<file path="config.mk">
export PLATFORM = sky130hd
export DESIGN_NAME = fup_top
export DESIGN_NICKNAME = d
export VERILOG_FILES = /design/src/fup_fifo.v /design/src/fup_rate_gen.v /design/src/fup_top.v
export VERILOG_INCLUDE_DIRS = /design/src
export SDC_FILE = /design/constraint.sdc
export NUM_CORES = 1
export LEC_CHECK = 0
export BUFFER_PORTS_ARGS = -buffer_cell sky130_fd_sc_hd__buf_4
export CORE_ASPECT_RATIO = 1.4
export CORE_MARGIN = 4
export CORE_UTILIZATION = 55
export CTS_CLUSTER_SIZE = 16
export DETAILED_ROUTE_END_ITERATION = 10
export GPL_TIMING_DRIVEN = 0
export MAX_ROUTING_LAYER = met4
export PLACE_DENSITY = 0.68
export SYNTH_ARGS = -nofsm -noshare
export SYNTH_HDL_FRONTEND = slang
export SYNTH_HIERARCHICAL = 1
export SYNTH_SLANG_ARGS = --single-unit
</file>
<file path="constraint.sdc">
create_clock -name clk_in -period 3 [get_ports clk_in]
set_input_delay 0.6 -clock clk_in [delete_from_list [all_inputs] [get_ports clk_in]]
set_output_delay 0.6 -clock clk_in [all_outputs]
set_load 0.03 [all_outputs]
</file>
<file path="src/fup_defines.vh">
// Constants shared by the serial transceiver with PC-style port decode
//
// Behaviour
// Receiver uses the external 16X receive clock when that input is chosen.
// Rate generator pin outputs an active-low 16X clock of the selected rate.
// PC mode feeds generator clock to receiver; pin becomes printer decode.
// Bus style select low enables on-chip COM address and IRQ decoding.
// Drive disable output is low during every host read, high otherwise.
// Reset of at least 40 ns returns every register and output to default.
// During reset serial output sits at 1 and serial input is ignored.
// Transmit frames bytes with start and stop bits; receive rebuilds bytes.
// With parity enabled a parity bit is sent, checked, mismatch flagged.
// Separate transmit and receive FIFOs of 32 bytes each.
// Rate generator has a prescaler dividing by 1 or 4 before the divisor.
// Serial data sampled at sixteen times bit rate, up to 3.125 Mbps.
// Each FIFO has four selectable trigger levels raising a service request.
// Automatic RTS/CTS flow control with hysteresis on request-to-send.
// Automatic Xon/Xoff flow control plus programmable special character.
// Infrared encoder on transmit and decoder on receive.
// Independent transmit and receive rates, sleep mode, modem outputs.
// PC mode: two tri-state interrupt lines, one open-source shared line.
// Serial output idles at 1 normally, idles low with high pulses in IR.
// With auto CTS, transmission stops on CTS deassert, resumes on assert.
// PC interrupt outputs enabled only with modem control bit 3 set.
// Least significant bit first, low start, high stop, mid-bit sampling.
// Start bit confirmed low at mid-bit, else treated as noise.
`ifndef FUP_DEFINES_VH
`define FUP_DEFINES_VH

// Timing
`define FUP_CLK_PERIOD_NS  4
`define FUP_RST_MIN_NS     40
`define FUP_RST_MIN_CYC    ((`FUP_RST_MIN_NS + `FUP_CLK_PERIOD_NS - 1) / `FUP_CLK_PERIOD_NS)
`define FUP_PRESCALE_LAST  2'h3
`define FUP_SAMPLE_LAST    4'hF
`define FUP_SAMPLE_MID     4'h7
`define FUP_IR_PULSE_LEN   4'h3

// FIFOs
`define FUP_FIFO_WIDTH     8
`define FUP_FIFO_DEPTH     32
`define FUP_FIFO_AW        5
`define FUP_RTS_OFF_LVL    6'h1C
`define FUP_RTS_ON_LVL     6'h10
`define FUP_TRIG_L0        6'h08
`define FUP_TRIG_L1        6'h10
`define FUP_TRIG_L2        6'h18
`define FUP_TRIG_L3        6'h1C

// Host register offsets
`define FUP_REG_DATA       3'h0
`define FUP_REG_RXLVL      3'h1
`define FUP_REG_TXLVL      3'h2
`define FUP_REG_STATUS     3'h5

// Status field positions
`define FUP_ST_RX_AVAIL    0
`define FUP_ST_OVERRUN     1
`define FUP_ST_PARITY      2
`define FUP_ST_FRAMING     3
`define FUP_ST_SPECIAL     4
`define FUP_ST_TX_ROOM     5
`define FUP_ST_TX_IDLE     6
`define FUP_ST_XOFF        7

// Modem control field positions
`define FUP_MCR_DTR        0
`define FUP_MCR_RTS        1
`define FUP_MCR_OP1        2
`define FUP_MCR_IRQ_EN     3
`define FUP_MCR_OP2        4
`define FUP_MCR_INT_TYPE   5

// PC port address blocks (address bits 9 to 3)
`define FUP_COM1_BLK       7'h7F
`define FUP_COM2_BLK       7'h5F
`define FUP_COM3_BLK       7'h7D
`define FUP_COM4_BLK       7'h5D
`define FUP_LPT1_BLK       7'h6F

`endif

</file>
<file path="src/fup_fifo.v">
// Parameterised first-word-fall-through FIFO
`timescale 1ns/1ps
module fup_fifo #(
	parameter W     = 8,
	parameter DEPTH = 32,
	parameter AW    = 5
) (
	// Clock and reset
	input  wire          clk_in,
	input  wire          arst_n_in,
	// Fill side
	input  wire          in_valid_in,
	input  wire [W-1:0]  in_data_in,
	output wire          in_ready_out,
	// Drain side
	output wire          out_valid_out,
	output wire [W-1:0]  out_data_out,
	input  wire          out_ready_in,
	// Fill level
	output wire [AW:0]   level_out
);
	reg [W-1:0] mem [0:DEPTH-1];
	reg [AW-1:0] wptr_q;
	reg [AW-1:0] rptr_q;
	reg [AW:0]   count_q;
	wire         push;
	wire         pop;

	assign in_ready_out  = (count_q != DEPTH[AW:0]);
	assign out_valid_out = (count_q != {(AW+1){1'b0}});
	assign out_data_out  = mem[rptr_q];
	assign level_out     = count_q;
	assign push = in_valid_in & in_ready_out;
	assign pop  = out_ready_in & out_valid_out;

	always @(posedge clk_in) begin
		if (push)
			mem[wptr_q] <= in_data_in;
	end

	always @(posedge clk_in or negedge arst_n_in) begin
		if (!arst_n_in) begin
			wptr_q  <= {AW{1'b0}};
			rptr_q  <= {AW{1'b0}};
			count_q <= {(AW+1){1'b0}};
		end else begin
			if (push)
				wptr_q <= wptr_q + 1'b1;
			if (pop)
				rptr_q <= rptr_q + 1'b1;
			if (push & ~pop)
				count_q <= count_q + 1'b1;
			else if (pop & ~push)
				count_q <= count_q - 1'b1;
		end
	end
endmodule // fup_fifo

</file>
<file path="src/fup_rate_gen.v">
// Rate generator: prescaler and divisor producing a 16X enable pulse
`timescale 1ns/1ps
`include "fup_defines.vh"
module fup_rate_gen (
	// Clock and reset
	input  wire        clk_in,
	input  wire        arst_n_in,
	// Control
	input  wire        en_in,
	input  wire        prescale4_in,
	input  wire [15:0] divisor_in,
	// 16X enable pulse
	output reg         tick_out
);
	reg  [1:0]  pre_q;
	reg  [15:0] div_q;
	wire        pre_tick;
	wire [15:0] div_last;

	assign pre_tick = en_in & (~prescale4_in | (pre_q == `FUP_PRESCALE_LAST));
	// A zero divisor would wrap to 65536 counts, so it behaves as one
	assign div_last = (divisor_in == 16'h0000) ? 16'h0000 : divisor_in - 16'h0001;

	always @(posedge clk_in or negedge arst_n_in) begin
		if (!arst_n_in) begin
			pre_q    <= 2'h0;
			div_q    <= 16'h0000;
			tick_out <= 1'b0;
		end else begin
			tick_out <= 1'b0;
			if (en_in)
				pre_q <= prescale4_in ? pre_q + 2'h1 : 2'h0;
			if (pre_tick) begin
				if (div_q >= div_last) begin
					div_q    <= 16'h0000;
					tick_out <= 1'b1;
				end else begin
					div_q <= div_q + 16'h0001;
				end
			end
		end
	end
endmodule // fup_rate_gen

</file>
<file path="src/fup_top.v">
// Serial transceiver with FIFOs, flow control, IR coding and PC decode
`timescale 1ns/1ps
`include "fup_defines.vh"
module fup_top (
	// Clock and reset
	input  wire        clk_in,
	input  wire        arst_n_in,
	// Host parallel port
	input  wire        sel_n_in,
	input  wire [2:0]  com_sel_in,
	input  wire [9:0]  addr_in,
	input  wire        cs_n_in,
	input  wire        rd_n_in,
	input  wire        wr_n_in,
	input  wire [7:0]  data_in,
	output reg  [7:0]  data_out,
	output reg         transceiver_drive_disable_n_out,
	// Configuration
	input  wire        parity_en_in,
	input  wire        parity_even_in,
	input  wire        stop2_in,
	input  wire        prescale4_in,
	input  wire [15:0] tx_divisor_in,
	input  wire [15:0] rx_divisor_in,
	input  wire        ext_rx_clk_en_in,
	input  wire        ir_mode_in,
	input  wire        sleep_in,
	input  wire [1:0]  tx_trig_sel_in,
	input  wire [1:0]  rx_trig_sel_in,
	input  wire        irq_tx_en_in,
	input  wire        irq_rx_en_in,
	input  wire [7:0]  modem_control_reg_in,
	// Flow control configuration
	input  wire        auto_cts_en_in,
	input  wire        auto_rts_en_in,
	input  wire        sw_flow_en_in,
	input  wire [7:0]  xon_char_in,
	input  wire [7:0]  xoff_char_in,
	input  wire [7:0]  special_char_in,
	// Serial and modem pins
	input  wire        rxd_in,
	input  wire        rclk_in,
	input  wire        cts_n_in,
	output reg         txd_out,
	output reg         rts_n_out,
	output reg         dtr_n_out,
	output reg         op1_n_out,
	output reg         op2_n_out,
	output reg         rate_gen_clock_out_n_out,
	output reg         tx_full_out,
	// Interrupt lines
	output reg         shared_irq_out,
	output reg         shared_irq_oe_out,
	output reg         com_irq_primary_out,
	output reg         com_irq_primary_oe_out,
	output reg         com_irq_secondary_out,
	output reg         com_irq_secondary_oe_out
);
	localparam T_IDLE  = 3'd0;
	localparam T_START = 3'd1;
	localparam T_DATA  = 3'd2;
	localparam T_PAR   = 3'd3;
	localparam T_STOP  = 3'd4;
	localparam R_IDLE  = 3'd0;
	localparam R_START = 3'd1;
	localparam R_DATA  = 3'd2;
	localparam R_PAR   = 3'd3;
	localparam R_STOP  = 3'd4;

	function [6:0] com_blk;
		input [1:0] s;
		begin
			case (s)
			2'd0: com_blk = `FUP_COM1_BLK;
			2'd1: com_blk = `FUP_COM2_BLK;
			2'd2: com_blk = `FUP_COM3_BLK;
			default: com_blk = `FUP_COM4_BLK;
			endcase
		end
	endfunction

	function [5:0] trig_lvl;
		input [1:0] s;
		begin
			case (s)
			2'd0: trig_lvl = `FUP_TRIG_L0;
			2'd1: trig_lvl = `FUP_TRIG_L1;
			2'd2: trig_lvl = `FUP_TRIG_L2;
			default: trig_lvl = `FUP_TRIG_L3;
			endcase
		end
	endfunction

	////////////////////////////////////////////////////////////////////////
	// Host access decode

	wire       pc_mode;
	wire       hit;
	wire       rd_act;
	wire       wr_act;
	wire       lpt1_hit;
	reg        rd_q;
	reg        wr_q;
	wire       rd_edge;
	wire       wr_edge;

	assign pc_mode = ~sel_n_in;
	assign hit = pc_mode ? (addr_in[9:3] == com_blk(com_sel_in[1:0]))
	                     : ~cs_n_in;
	assign lpt1_hit = (addr_in[9:3] == `FUP_LPT1_BLK);
	assign rd_act  = hit & ~rd_n_in;
	assign wr_act  = hit & ~wr_n_in;
	assign rd_edge = rd_act & ~rd_q;
	assign wr_edge = wr_act & ~wr_q;

	////////////////////////////////////////////////////////////////////////
	// FIFOs and rate generators

	wire       tx_ready;
	wire       tx_valid;
	wire [7:0] tx_head;
	wire [5:0] tx_level;
	reg        tx_pop;
	wire       rx_ready;
	wire       rx_valid;
	wire [7:0] rx_head;
	wire [5:0] rx_level;
	wire       rx_pop;
	reg        rx_push;
	reg  [7:0] rx_word;
	wire       tx_push;
	wire       tx_gen_tick;
	wire       rx_gen_tick;
	wire       gen_en;
	reg  [2:0] tx_st_q;
	reg  [2:0] rx_st_q;

	assign tx_push = wr_edge & (addr_in[2:0] == `FUP_REG_DATA);
	assign rx_pop  = rd_edge & (addr_in[2:0] == `FUP_REG_DATA);
	// Sleep only stops the clocks once nothing is left to move
	assign gen_en = ~sleep_in | tx_valid | (tx_st_q != T_IDLE)
	              | (rx_st_q != R_IDLE);

	fup_fifo #(.W(`FUP_FIFO_WIDTH), .DEPTH(`FUP_FIFO_DEPTH),
	           .AW(`FUP_FIFO_AW)) u_tx_fifo (
		.clk_in        (clk_in),
		.arst_n_in     (arst_n_in),
		.in_valid_in   (tx_push),
		.in_data_in    (data_in),
		.in_ready_out  (tx_ready),
		.out_valid_out (tx_valid),
		.out_data_out  (tx_head),
		.out_ready_in  (tx_pop),
		.level_out     (tx_level)
	);

	fup_fifo #(.W(`FUP_FIFO_WIDTH), .DEPTH(`FUP_FIFO_DEPTH),
	           .AW(`FUP_FIFO_AW)) u_rx_fifo (
		.clk_in        (clk_in),
		.arst_n_in     (arst_n_in),
		.in_valid_in   (rx_push),
		.in_data_in    (rx_word),
		.in_ready_out  (rx_ready),
		.out_valid_out (rx_valid),
		.out_data_out  (rx_head),
		.out_ready_in  (rx_pop),
		.level_out     (rx_level)
	);

	fup_rate_gen u_tx_gen (
		.clk_in       (clk_in),
		.arst_n_in    (arst_n_in),
		.en_in        (gen_en),
		.prescale4_in (prescale4_in),
		.divisor_in   (tx_divisor_in),
		.tick_out     (tx_gen_tick)
	);

	fup_rate_gen u_rx_gen (
		.clk_in       (clk_in),
		.arst_n_in    (arst_n_in),
		.en_in        (gen_en),
		.prescale4_in (prescale4_in),
		.divisor_in   (rx_divisor_in),
		.tick_out     (rx_gen_tick)
	);

	// External receive clock is an ordinary input, used by its rising edge
	reg  rclk_q;
	wire rx_tick;
	assign rx_tick = (pc_mode | ~ext_rx_clk_en_in) ? rx_gen_tick
	                                               : (rclk_in & ~rclk_q);

	////////////////////////////////////////////////////////////////////////
	// Transmitter

	reg  [3:0] tx_cnt_q;
	reg  [2:0] tx_bit_q;
	reg  [7:0] tx_sh_q;
	reg        tx_par_q;
	reg        tx_stop2_q;
	reg        xoff_hold_q;
	reg        tx_line;
	wire       tx_go;
	wire       tx_bit_end;

	// Flow control holds only before a new character, never mid-frame
	assign tx_go = tx_valid & ~(auto_cts_en_in & cts_n_in)
	             & ~(sw_flow_en_in & xoff_hold_q);
	assign tx_bit_end = tx_gen_tick & (tx_cnt_q == `FUP_SAMPLE_LAST);

	always @* begin
		case (tx_st_q)
		T_START: tx_line = 1'b0;
		T_DATA:  tx_line = tx_sh_q[0];
		T_PAR:   tx_line = tx_par_q;
		default: tx_line = 1'b1;
		endcase
	end

	always @(posedge clk_in or negedge arst_n_in) begin
		if (!arst_n_in) begin
			tx_st_q    <= T_IDLE;
			tx_cnt_q   <= 4'h0;
			tx_bit_q   <= 3'h0;
			tx_sh_q    <= 8'h00;
			tx_par_q   <= 1'b0;
			tx_stop2_q <= 1'b0;
			tx_pop     <= 1'b0;
		end else begin
			tx_pop <= 1'b0;
			if (tx_gen_tick && tx_st_q != T_IDLE)
				tx_cnt_q <= tx_cnt_q + 4'h1;
			case (tx_st_q)
			T_IDLE: begin
				// Start on a tick so the start bit spans sixteen full ticks
				if (tx_go && !tx_pop && tx_gen_tick) begin
					tx_sh_q  <= tx_head;
					tx_par_q <= ^tx_head ^ ~parity_even_in;
					tx_pop   <= 1'b1;
					tx_cnt_q <= 4'h0;
					tx_st_q  <= T_START;
				end
			end
			T_START: begin
				if (tx_bit_end) begin
					tx_bit_q <= 3'h0;
					tx_st_q  <= T_DATA;
				end
			end
			T_DATA: begin
				if (tx_bit_end) begin
					tx_sh_q  <= {1'b0, tx_sh_q[7:1]};
					tx_bit_q <= tx_bit_q + 3'h1;
					if (tx_bit_q == 3'h7)
						tx_st_q <= parity_en_in ? T_PAR : T_STOP;
					tx_stop2_q <= stop2_in;
				end
			end
			T_PAR: begin
				if (tx_bit_end)
					tx_st_q <= T_STOP;
			end
			T_STOP: begin
				if (tx_bit_end) begin
					tx_stop2_q <= 1'b0;
					if (!tx_stop2_q)
						tx_st_q <= T_IDLE;
				end
			end
			default: tx_st_q <= T_IDLE;
			endcase
		end
	end

	////////////////////////////////////////////////////////////////////////
	// Receiver

	reg  [3:0] rx_cnt_q;
	reg  [2:0] rx_bit_q;
	reg  [7:0] rx_sh_q;
	reg  [4:0] ir_stretch_q;
	reg        rx_line_q;
	reg        perr_q;
	reg        ferr_q;
	reg        ovr_q;
	reg        spec_q;
	reg        par_bad_q;
	wire       rx_smp;
	wire       st_clr;
	wire       is_xon;
	wire       is_xoff;
	wire       flow_char;

	assign rx_smp = rx_tick & (rx_cnt_q == `FUP_SAMPLE_LAST);
	assign st_clr = rd_edge & (addr_in[2:0] == `FUP_REG_STATUS);
	assign is_xon  = (rx_sh_q == xon_char_in);
	assign is_xoff = (rx_sh_q == xoff_char_in);
	assign flow_char = sw_flow_en_in & (is_xon | is_xoff);

	always @(posedge clk_in or negedge arst_n_in) begin
		if (!arst_n_in) begin
			rx_st_q      <= R_IDLE;
			rx_cnt_q     <= 4'h0;
			rx_bit_q     <= 3'h0;
			rx_sh_q      <= 8'h00;
			rx_line_q    <= 1'b1;
			ir_stretch_q <= 5'h00;
			// Matches the idle level of the looped rate pin: no false edge
			rclk_q       <= 1'b1;
			rx_push      <= 1'b0;
			rx_word      <= 8'h00;
			par_bad_q    <= 1'b0;
			xoff_hold_q  <= 1'b0;
			perr_q       <= 1'b0;
			ferr_q       <= 1'b0;
			ovr_q        <= 1'b0;
			spec_q       <= 1'b0;
		end else begin
			rclk_q  <= rclk_in;
			rx_push <= 1'b0;
			// IR pulse marks a zero bit; it is held low for one bit time
			if (rxd_in)
				ir_stretch_q <= 5'h10;
			else if (rx_tick && ir_stretch_q != 5'h00)
				ir_stretch_q <= ir_stretch_q - 5'h01;
			rx_line_q <= ir_mode_in ? ~(rxd_in | (ir_stretch_q != 5'h00))
			                        : rxd_in;
			if (rx_tick && rx_st_q != R_IDLE)
				rx_cnt_q <= rx_cnt_q + 4'h1;
			case (rx_st_q)
			R_IDLE: begin
				rx_cnt_q <= 4'h0;
				if (!rx_line_q)
					rx_st_q <= R_START;
			end
			R_START: begin
				if (rx_tick && rx_cnt_q == `FUP_SAMPLE_MID) begin
					rx_cnt_q <= 4'h0;
					rx_bit_q <= 3'h0;
					rx_st_q  <= rx_line_q ? R_IDLE : R_DATA;
				end
			end
			R_DATA: begin
				if (rx_smp) begin
					rx_sh_q  <= {rx_line_q, rx_sh_q[7:1]};
					rx_bit_q <= rx_bit_q + 3'h1;
					if (rx_bit_q == 3'h7)
						rx_st_q <= parity_en_in ? R_PAR : R_STOP;
					par_bad_q <= 1'b0;
				end
			end
			R_PAR: begin
				if (rx_smp) begin
					par_bad_q <= rx_line_q ^ ^rx_sh_q ^ ~parity_even_in;
					rx_st_q   <= R_STOP;
				end
			end
			R_STOP: begin
				if (rx_smp) begin
					rx_st_q <= R_IDLE;
					rx_word <= rx_sh_q;
					rx_push <= ~flow_char;
					if (sw_flow_en_in && is_xoff)
						xoff_hold_q <= 1'b1;
					else if (sw_flow_en_in && is_xon)
						xoff_hold_q <= 1'b0;
				end
			end
			default: rx_st_q <= R_IDLE;
			endcase
			if (!sw_flow_en_in)
				xoff_hold_q <= 1'b0;
			// Sticky status flags: a new event beats a same-cycle clear
			perr_q <= (rx_smp & (rx_st_q == R_STOP) & par_bad_q)
			        | (perr_q & ~st_clr);
			ferr_q <= (rx_smp & (rx_st_q == R_STOP) & ~rx_line_q)
			        | (ferr_q & ~st_clr);
			ovr_q  <= (rx_push & ~rx_ready) | (ovr_q & ~st_clr);
			spec_q <= (rx_smp & (rx_st_q == R_STOP)
			           & (rx_sh_q == special_char_in))
			        | (spec_q & ~st_clr);
		end
	end

	////////////////////////////////////////////////////////////////////////
	// Host reads, pins and interrupts

	wire irq_act;
	wire irq_en;
	wire shared_sel;

	assign irq_act = (irq_rx_en_in & (rx_level >= trig_lvl(rx_trig_sel_in)))
	               | (irq_tx_en_in & (tx_level <= trig_lvl(tx_trig_sel_in)));
	assign irq_en     = modem_control_reg_in[`FUP_MCR_IRQ_EN];
	assign shared_sel = com_sel_in[2];

	always @(posedge clk_in or negedge arst_n_in) begin
		if (!arst_n_in) begin
			rd_q                            <= 1'b0;
			wr_q                            <= 1'b0;
			data_out                        <= 8'h00;
			transceiver_drive_disable_n_out <= 1'b1;
			txd_out                         <= 1'b1;
			rts_n_out                       <= 1'b1;
			dtr_n_out                       <= 1'b1;
			op1_n_out                       <= 1'b1;
			op2_n_out                       <= 1'b1;
			rate_gen_clock_out_n_out        <= 1'b1;
			tx_full_out                     <= 1'b0;
			shared_irq_out                  <= 1'b0;
			shared_irq_oe_out               <= 1'b0;
			com_irq_primary_out             <= 1'b0;
			com_irq_primary_oe_out          <= 1'b0;
			com_irq_secondary_out           <= 1'b0;
			com_irq_secondary_oe_out        <= 1'b0;
		end else begin
			rd_q <= rd_act;
			wr_q <= wr_act;
			transceiver_drive_disable_n_out <= ~rd_act;
			if (rd_edge) begin
				case (addr_in[2:0])
				`FUP_REG_DATA:  data_out <= rx_valid ? rx_head : 8'h00;
				`FUP_REG_RXLVL: data_out <= {2'h0, rx_level};
				`FUP_REG_TXLVL: data_out <= {2'h0, tx_level};
				`FUP_REG_STATUS:
					data_out <= {xoff_hold_q, (tx_st_q == T_IDLE) & ~tx_valid,
					             tx_ready, spec_q, ferr_q, perr_q, ovr_q,
					             rx_valid};
				default: data_out <= 8'h00;
				endcase
			end
			// IR output idles low and sends a short high pulse per zero
			txd_out <= ir_mode_in ? (~tx_line & (tx_cnt_q < `FUP_IR_PULSE_LEN))
			                      : tx_line;
			if (!auto_rts_en_in)
				rts_n_out <= ~modem_control_reg_in[`FUP_MCR_RTS];
			else if (rx_level >= `FUP_RTS_OFF_LVL)
				rts_n_out <= 1'b1;
			else if (rx_level <= `FUP_RTS_ON_LVL)
				rts_n_out <= ~modem_control_reg_in[`FUP_MCR_RTS];
			dtr_n_out <= ~modem_control_reg_in[`FUP_MCR_DTR];
			op1_n_out <= ~modem_control_reg_in[`FUP_MCR_OP1];
			op2_n_out <= ~modem_control_reg_in[`FUP_MCR_OP2];
			rate_gen_clock_out_n_out <= pc_mode ? ~lpt1_hit
			                                    : ~tx_gen_tick;
			tx_full_out <= ~tx_ready;
			shared_irq_out <= irq_act;
			com_irq_primary_out   <= irq_act;
			com_irq_secondary_out <= irq_act;
			if (pc_mode) begin
				shared_irq_oe_out <= irq_en & shared_sel
					& (~modem_control_reg_in[`FUP_MCR_INT_TYPE] | irq_act);
				com_irq_primary_oe_out   <= irq_en & ~shared_sel
				                          & ~com_sel_in[0];
				com_irq_secondary_oe_out <= irq_en & ~shared_sel
				                          & com_sel_in[0];
			end else begin
				shared_irq_oe_out <= ~modem_control_reg_in[`FUP_MCR_INT_TYPE]
				                   | irq_act;
				com_irq_primary_oe_out   <= 1'b0;
				com_irq_secondary_oe_out <= 1'b0;
			end
		end
	end
endmodule // fup_top

</file>
### Word level (Yosys, flattened, before mapping)

Memories as Yosys holds them, arrays and structs flattened.
Index checks and enable logic that the tools add are counted.

| storage, ports and cells | value |
|---|---|
| register bits | 153 |
| bits of input ports | 110 |
| output and inout port bits | 22 |
| RAM bits | 512 |
| memories | 2 |
| word-level logic and storage cells | 347 |

Memories:

| name | depth | width | rd ports | clocked after memory_dff | wr ports | RTL line | RTL |
|---|---|---|---|---|---|---|---|
| u_rx_fifo.mem | 32 | 8 | 1 | 0 | 1 | fup_fifo.v:22 | `reg [W-1:0] mem [0:DEPTH-1];` |
| u_tx_fifo.mem | 32 | 8 | 1 | 0 | 1 | fup_fifo.v:22 |  |

| operators by class | value |
|---|---|
| $lt $le $gt $ge | 7 |
| bitwise operators | 95 |
| add/sub/neg operators | 19 |
| multiplexer cells | 84 |
| equal/unequal tests | 48 |
| reductions and logical operators | 43 |

Operator list:

| kind | number |
|---|---|
| $mux W16 | 4 |
| $mux W3 | 18 |
| $and A1 B1 Y1 | 43 |
| $not A1 Y1 | 35 |
| $add A16 B1 Y16 const B | 2 |
| $ge A16 B16 Y1 | 2 |
| $logic_not A16 Y1 | 2 |
| $mux W1 | 32 |
| $pmux W8 S4 | 1 |
| $sub A16 B1 Y16 const B | 2 |
| $pmux W3 S5 | 2 |
| $pmux W5 S3 | 2 |
| $ne A2 B2 Y1 const B | 13 |
| $eq A8 B8 Y1 | 3 |
| $mux W6 | 4 |
| $mux W8 | 3 |
| $add A5 B1 Y5 const B | 4 |
| $mux W4 | 5 |
| $pmux W6 S3 | 1 |
| $reduce_and A3 Y1 | 6 |
| $pmux W8 S2 | 1 |
| $reduce_bool A2 Y1 | 8 |
| $reduce_xor A8 Y1 | 2 |
| $eq A3 B2 Y1 const B | 5 |
| 40 further kinds | 96 |

### Depth between registers and ports, before layout

| logic depth | value |
|---|---|
| depth in word-level cells | 12 |
| gate-level depth with buffers | 15 |
| mapped depth without buffers | 15 |

### Cells and area by module

Netlist, hierarchy kept.

By module, submodules not included:

| module | times used | cells an instance | sequential area each (um2) | area an instance (um2) |
|---|---|---|---|---|
| fup_fifo (u_rx_fifo) | 1 | 559 | 8087.8 | 10948.0 |
| fup_fifo (u_tx_fifo) | 1 | 559 | 8087.8 | 10946.7 |
| fup_top | 1 | 449 | 2088.3 | 4595.7 |
| fup_rate_gen (u_tx_gen) | 1 | 196 | 475.5 | 1671.6 |
| fup_rate_gen (u_rx_gen) | 1 | 196 | 475.5 | 1619.1 |

### Worst setup path before layout

Ideal clock, no wire load.

| path | value |
|---|---|
| kind | input-to-reg |
| start | input rx_divisor_in[13] |
| end | register u_rx_gen.div_q[3] |
| arrival time | 3.438 ns |
| path buffers | 2 |
| required time | 2.880 ns |
| path slack | -0.557 ns |
| stages on the path | 12 |
| setup time | 0.120 ns |
| cells stage by stage | or4_1 -> nor3_1 -> nand3b_1 -> clkbuf_1 -> nand2_1 -> ha_1 -> nand4_1 -> or3_1 -> or4_4 -> a31oi_4 -> buf_4 -> nor2_1 |

| between the ends | value |
|---|---|
| word-level cells in the longest chain between the ends | 4 |
| elaborated cells on any way between the ends | 5 |
| classes of those cells | add/sub (1); order compare (1); mux (2); reduce/logical (1) |

RTL lines:

| item | RTL line | RTL |
|---|---|---|
| from (decl) | fup_top.v:24 | `input wire [15:0] rx_divisor_in,` |
| $sub A16 B1 Y16 or $logic_not A16 Y1 (tied branches) | fup_rate_gen.v:22 | `assign div_last = (divisor_in == 16'h0000) ? 16'h0000 : divisor_in - 16'h0001;` |
| $mux W16 (*) | fup_rate_gen.v:22 |  |
| $ge A16 B16 Y1 (*) | fup_rate_gen.v:34 | `if (div_q >= div_last) begin` |
| $mux W16 (*) | fup_rate_gen.v:34 |  |
| to (signal assigned) | fup_rate_gen.v:38 | `div_q <= div_q + 16'h0001;` |
| to (decl) | fup_rate_gen.v:16 | `reg [15:0] div_q;` |

Mark *: on every way between the ends. The rest lies on a longest branch, timed or not.
A chain may end at the register's enable or synchronous reset.

### Worst setup path in the final report

| path | value |
|---|---|
| start | input tx_divisor_in[1] |
| end | register u_tx_gen.div_q[7] |

| between the ends | value |
|---|---|
| word-level cells in the longest chain between the ends | 4 |
| elaborated cells on any way between the ends | 5 |
| classes of those cells | add/sub (1); order compare (1); mux (2); reduce/logical (1) |

RTL lines:

| item | RTL line | RTL |
|---|---|---|
| from (decl) | fup_top.v:23 | `input wire [15:0] tx_divisor_in,` |
| $sub A16 B1 Y16 or $logic_not A16 Y1 (tied branches) | fup_rate_gen.v:22 |  |
| $mux W16 (*) | fup_rate_gen.v:22 |  |
| $ge A16 B16 Y1 (*) | fup_rate_gen.v:34 |  |
| $mux W16 (*) | fup_rate_gen.v:34 |  |
| to (signal assigned) | fup_rate_gen.v:38 |  |
| to (decl) | fup_rate_gen.v:16 |  |

Marks and branches as above.

==> flow_metrics.tcl <==
set metrics [dict create \
    synth_top_cells_by_count "edfxtp_1 (512), nor2_1 (159), dfrtp_1 (144)" \
    clkLatencyLatePin_ns 0.60 \
    fmaxAchievable_mhz 332.7 \
    yosysSeqAreaShare_pct 64.52 \
    fin_area_sq_um 34500 \
    synthXorXnorAreaFrac_pct 3.823 \
    crit_cells 15 \
    synth_async_sr_flop_share_pct 23.01 \
    skew_ns 0.02339 \
    avgViaCountPerCell 5.957 \
    cp-start-kind "input pin" \
    htreeDepth 3 \
    worst-path-buf-inv 3 \
    yosys.cell_types.count 85 \
    wirelength_um 66170 \
    antenna_found_initial 2 \
    io_pins 132 \
    root_buffer "clkbuf_16" \
    routabilityCongestion 0.9385 \
    maxSlewHeadroom_pct 15.37 \
    drt-initial-drc-count 1217 \
    p_int_w 0.01685 \
    cts_buffers 66 \
    drtPass1Iterations 5 \
    synthSimpleGateAreaFrac_pct 8.088 \
    clkTransAtPathRegs_ns 0.06 \
    crit_path_top_delay_cell "or3b_4" \
    fin_total_pwr_w 0.02293 \
    cts_tree "built" \
    hold_class "in2reg" \
    synth_compound_area_share_pct 6.285 \
    grt.total_usage_pct 23.40 \
    yosys.area.top_type "edfxtp_1" \
    ys_ff_latch 665 \
    grt_start_max_net_pins 89 \
    synth_nets 2147 \
    seq_power_share_pct 45.9 \
    ys.flop_type "edfxtp_1" \
    violations "negative setup slack" \
    cellPowerDensity_nw_per_um2 664.7 \
    finalNetCount 2367 \
    synth_area_leaders "edfxtp_1 (52%), dfrtp_1 (12%), mux4_2 (4.2%)" \
    nFillCells 3861 \
    multi_input_area_sq_um 10170 \
    drv_slew 0 \
    synthAdderAreaFrac_pct 3.327 \
    die_w_um 204.7 \
    p_clk_share_pct 35.6 \
    leakage_nw 11.79 \
    ir_worst_vdd_mv 0.5702 \
    grt_first_pass_wirelength_um 102100 \
    worstRegToRegCells 8 \
    sw_frac_of_total_pct 26.53 \
    seqCellArea_sq_um 19220 \
    synth_edf_count 512 \
    worstPathArrival_ns 3.49 \
    dp.cells 2802 \
    portBuffers 128 \
    synthToLayoutAreaGrowth_pct 15.84 \
    syn_area_sq_um 29780 \
    syn_avg_cell_area_sq_um 15.20 \
    post_drt_wl_per_cell_um 22.44 \
    power_frac_comb_pct 18.5 \
    cp-end-kind "flip-flop" \
    die_area_sq_um 57990 \
    finalSetupViolations 4 \
    yosysMostFrequentCell "edfxtp_1" \
    clock_path_buffers 3 \
    period_needed_ns 3.006 \
    path_delay_family "simple AND/OR/NAND/NOR gates" \
    worstSetupPathType "in2reg" \
    instances_no_fill 2949 \
    synth_warnings 6 \
    required_ns 3.49 \
    post-place-ws_ns -0.7585 \
    detail-route-antenna-nets 0 \
    drc 0 \
    rsz0062_at_grt "yes" \
    synth_top_family_by_area "multiplexers" \
    layout-drive-gt1-share_pct 22.17 \
    synth_top_area_share_pct 51.63 \
    crit_path_cell_trace "buf_6, clkinv_4, ha_4, or3b_4, nor4b_4, nand2_1, xnor2_1, nand2_1, ha_4, nand4_1, a211oi_2, a32oi_2, a21oi_2, buf_6, nor2_2" \
    net-switching-power_w 0.006084 \
    core_area_sq_um 53430 \
    crit_fanout 5 \
    dieHeight_um 283.3 \
    clock-sinks 665 \
    min_period_over_period_pct 100.2 \
    via_count 17570 \
    maxCapViolations 0 \
    start_util_pct 55.74 \
    grt_pass1_vias 17900 \
    run_status "complete, but fails checks" \
    postSynthCellCount 1959 \
    rows 100 \
    dpl.hpwl_um 45730 \
    tightestPinTransition_ns 1.269 \
    setup_ws_ns -0.005789 \
    cpPeakStageDelay_ns 0.39 \
    placed_area_sq_um 31820 \
    finalHoldViolCount 0 \
    synth.mux.area_fraction_pct 11.42 \
    grt.overflow.total 0 \
    hold_depth 2 \
]
power by group through the flow:
stage / combinational (W) / sequential (W) / clock, W
2_1_floorplan: 0.00288 / 0.0107 / 0
3_3_place_gp: 0.00393 / 0.0107 / 0
3_5_place_dp: 0.00404 / 0.0107 / 0
4_1_cts: 0.00409 / 0.0105 / 0.00833
5_1_grt: 0.00463 / 0.0106 / 0.00877
6_report: 0.00425 / 0.0105 / 0.00816
through the flow:
step / util, % / setup TNS [ns] / hold slack, ns
6_report: 64.57 / -0.006489 / 0.1067
5_1_grt: 64.57 / -1.771 / 0.09306
4_1_cts: 63.83 / -0.1027 / 0.07504
3_5_place_dp: 59.56 / -117.45 / 0.4729
3_3_place_gp: 59.50 / -102.81 / 0.4674
2_1_floorplan: - / -4.290 / 0.3044
worst paths after layout:
kind	slack (ns)	end	startpoint
worst max-delay path	-0.006	u_tx_gen/div_q[7]	tx_divisor_in[1]
worst min-delay path	0.11	op1_n_out	modem_control_reg_in[2]
worst max register to register	0.03	data_out[7]	u_rx_fifo/rptr_q[1]
worst min register to register	0.49	par_bad_q	par_bad_q
max in group asynchronous	1.54	dtr_n_out	arst_n_in
min in group asynchronous	0.57	u_tx_gen/div_q[14]	arst_n_in
per-layer routing:
| metal | part of all wire (%) | vias to the layer above | track usage [%] |
|---|---|---|---|
| met3 | 5.5 | 113 | 3.867 |
| met4 | 2.9 | 0 | 7.541 |
| met2 | 52 | 507 | 39.69 |
| li1 | - | 7996 | - |
| met1 | 39 | 8950 | 28.92 |
| met5 | 0 | - | - |
layout make-up:
| type | count | share of cell area [%] |
|---|---|---|
| timing repair buffer | 152 | 3.464 |
| inverter | 59 | 0.7000 |
| antenna | 2 | 0.01451 |
| tap | 714 | 2.589 |
| clock inverter | 41 | 1.215 |
| sequential | 665 | 55.70 |
| multi-input combinational | 1149 | 29.48 |
| clock buffer | 81 | 5.067 |
| buffer | 86 | 1.766 |
placed cells by master, fill, tap and decap left out, types with 25 or more instances in the layout:
master / n
edfxtp_1: 512
buf_4: 152
nor2_1: 146
dfrtp_1: 142
nand2_1: 97
xnor2_1: 75
ha_1: 70
mux2i_1: 69
clkbuf_16: 66
mux4_2: 56
xor2_1: 55
inv_1: 54
a21oi_1: 54
o21ai_0: 47
mux4_1: 44
clkbuf_1: 41
nand3_1: 36
nand4_1: 27
a22oi_1: 27
nor3_1: 26
mux2_2: 25
flip-flops by register name, indices dropped and copies added (netlist names), 3 cells and up:
signal,cells
u_rx_fifo/mem,256
u_tx_fifo/mem,256
u_rx_gen/div_q,16
u_tx_gen/div_q,16
data_out,8
rx_sh_q,8
rx_word,8
tx_sh_q,8
u_rx_fifo/level_out,6
u_tx_fifo/level_out,6
ir_stretch_q,5
u_rx_fifo/rptr_q,5
u_rx_fifo/wptr_q,5
u_tx_fifo/rptr_q,5
u_tx_fifo/wptr_q,5
rx_cnt_q,4
tx_cnt_q,4
rx_bit_q,3
rx_st_q,3
tx_bit_q,3
tx_st_q,3
worst reg2reg max path, stage by stage, from the launching register on:
cell	delay, ns
dfrtp_1	0.35
buf_2	0.26
buf_4	0.27
clkbuf_2	0.35
mux4_2	0.40
a211oi_1	0.54
a21oi_1	0.20
a221oi_1	0.37
a2bb2oi_1	0.11
cells by family after synthesis:
kind of cell,after synthesis
xor gates and xnor gates,130
AOI/OAI and AO/OA,270
adders and majority gates,78
DFF,665
and+or+nand+nor,476
muxes,195
buffers and inverters,145
timing repair:
item,in CTS,in global routing
gates cloned,0,2
hold buffers,1,0
setup endpoints to repair,31,40
hold endpoints to repair,6,0
pin swaps,4,24
gates resized for setup,17,78
buffers inserted,4,16
Note: power is estimated with default switching activity, not from simulation.
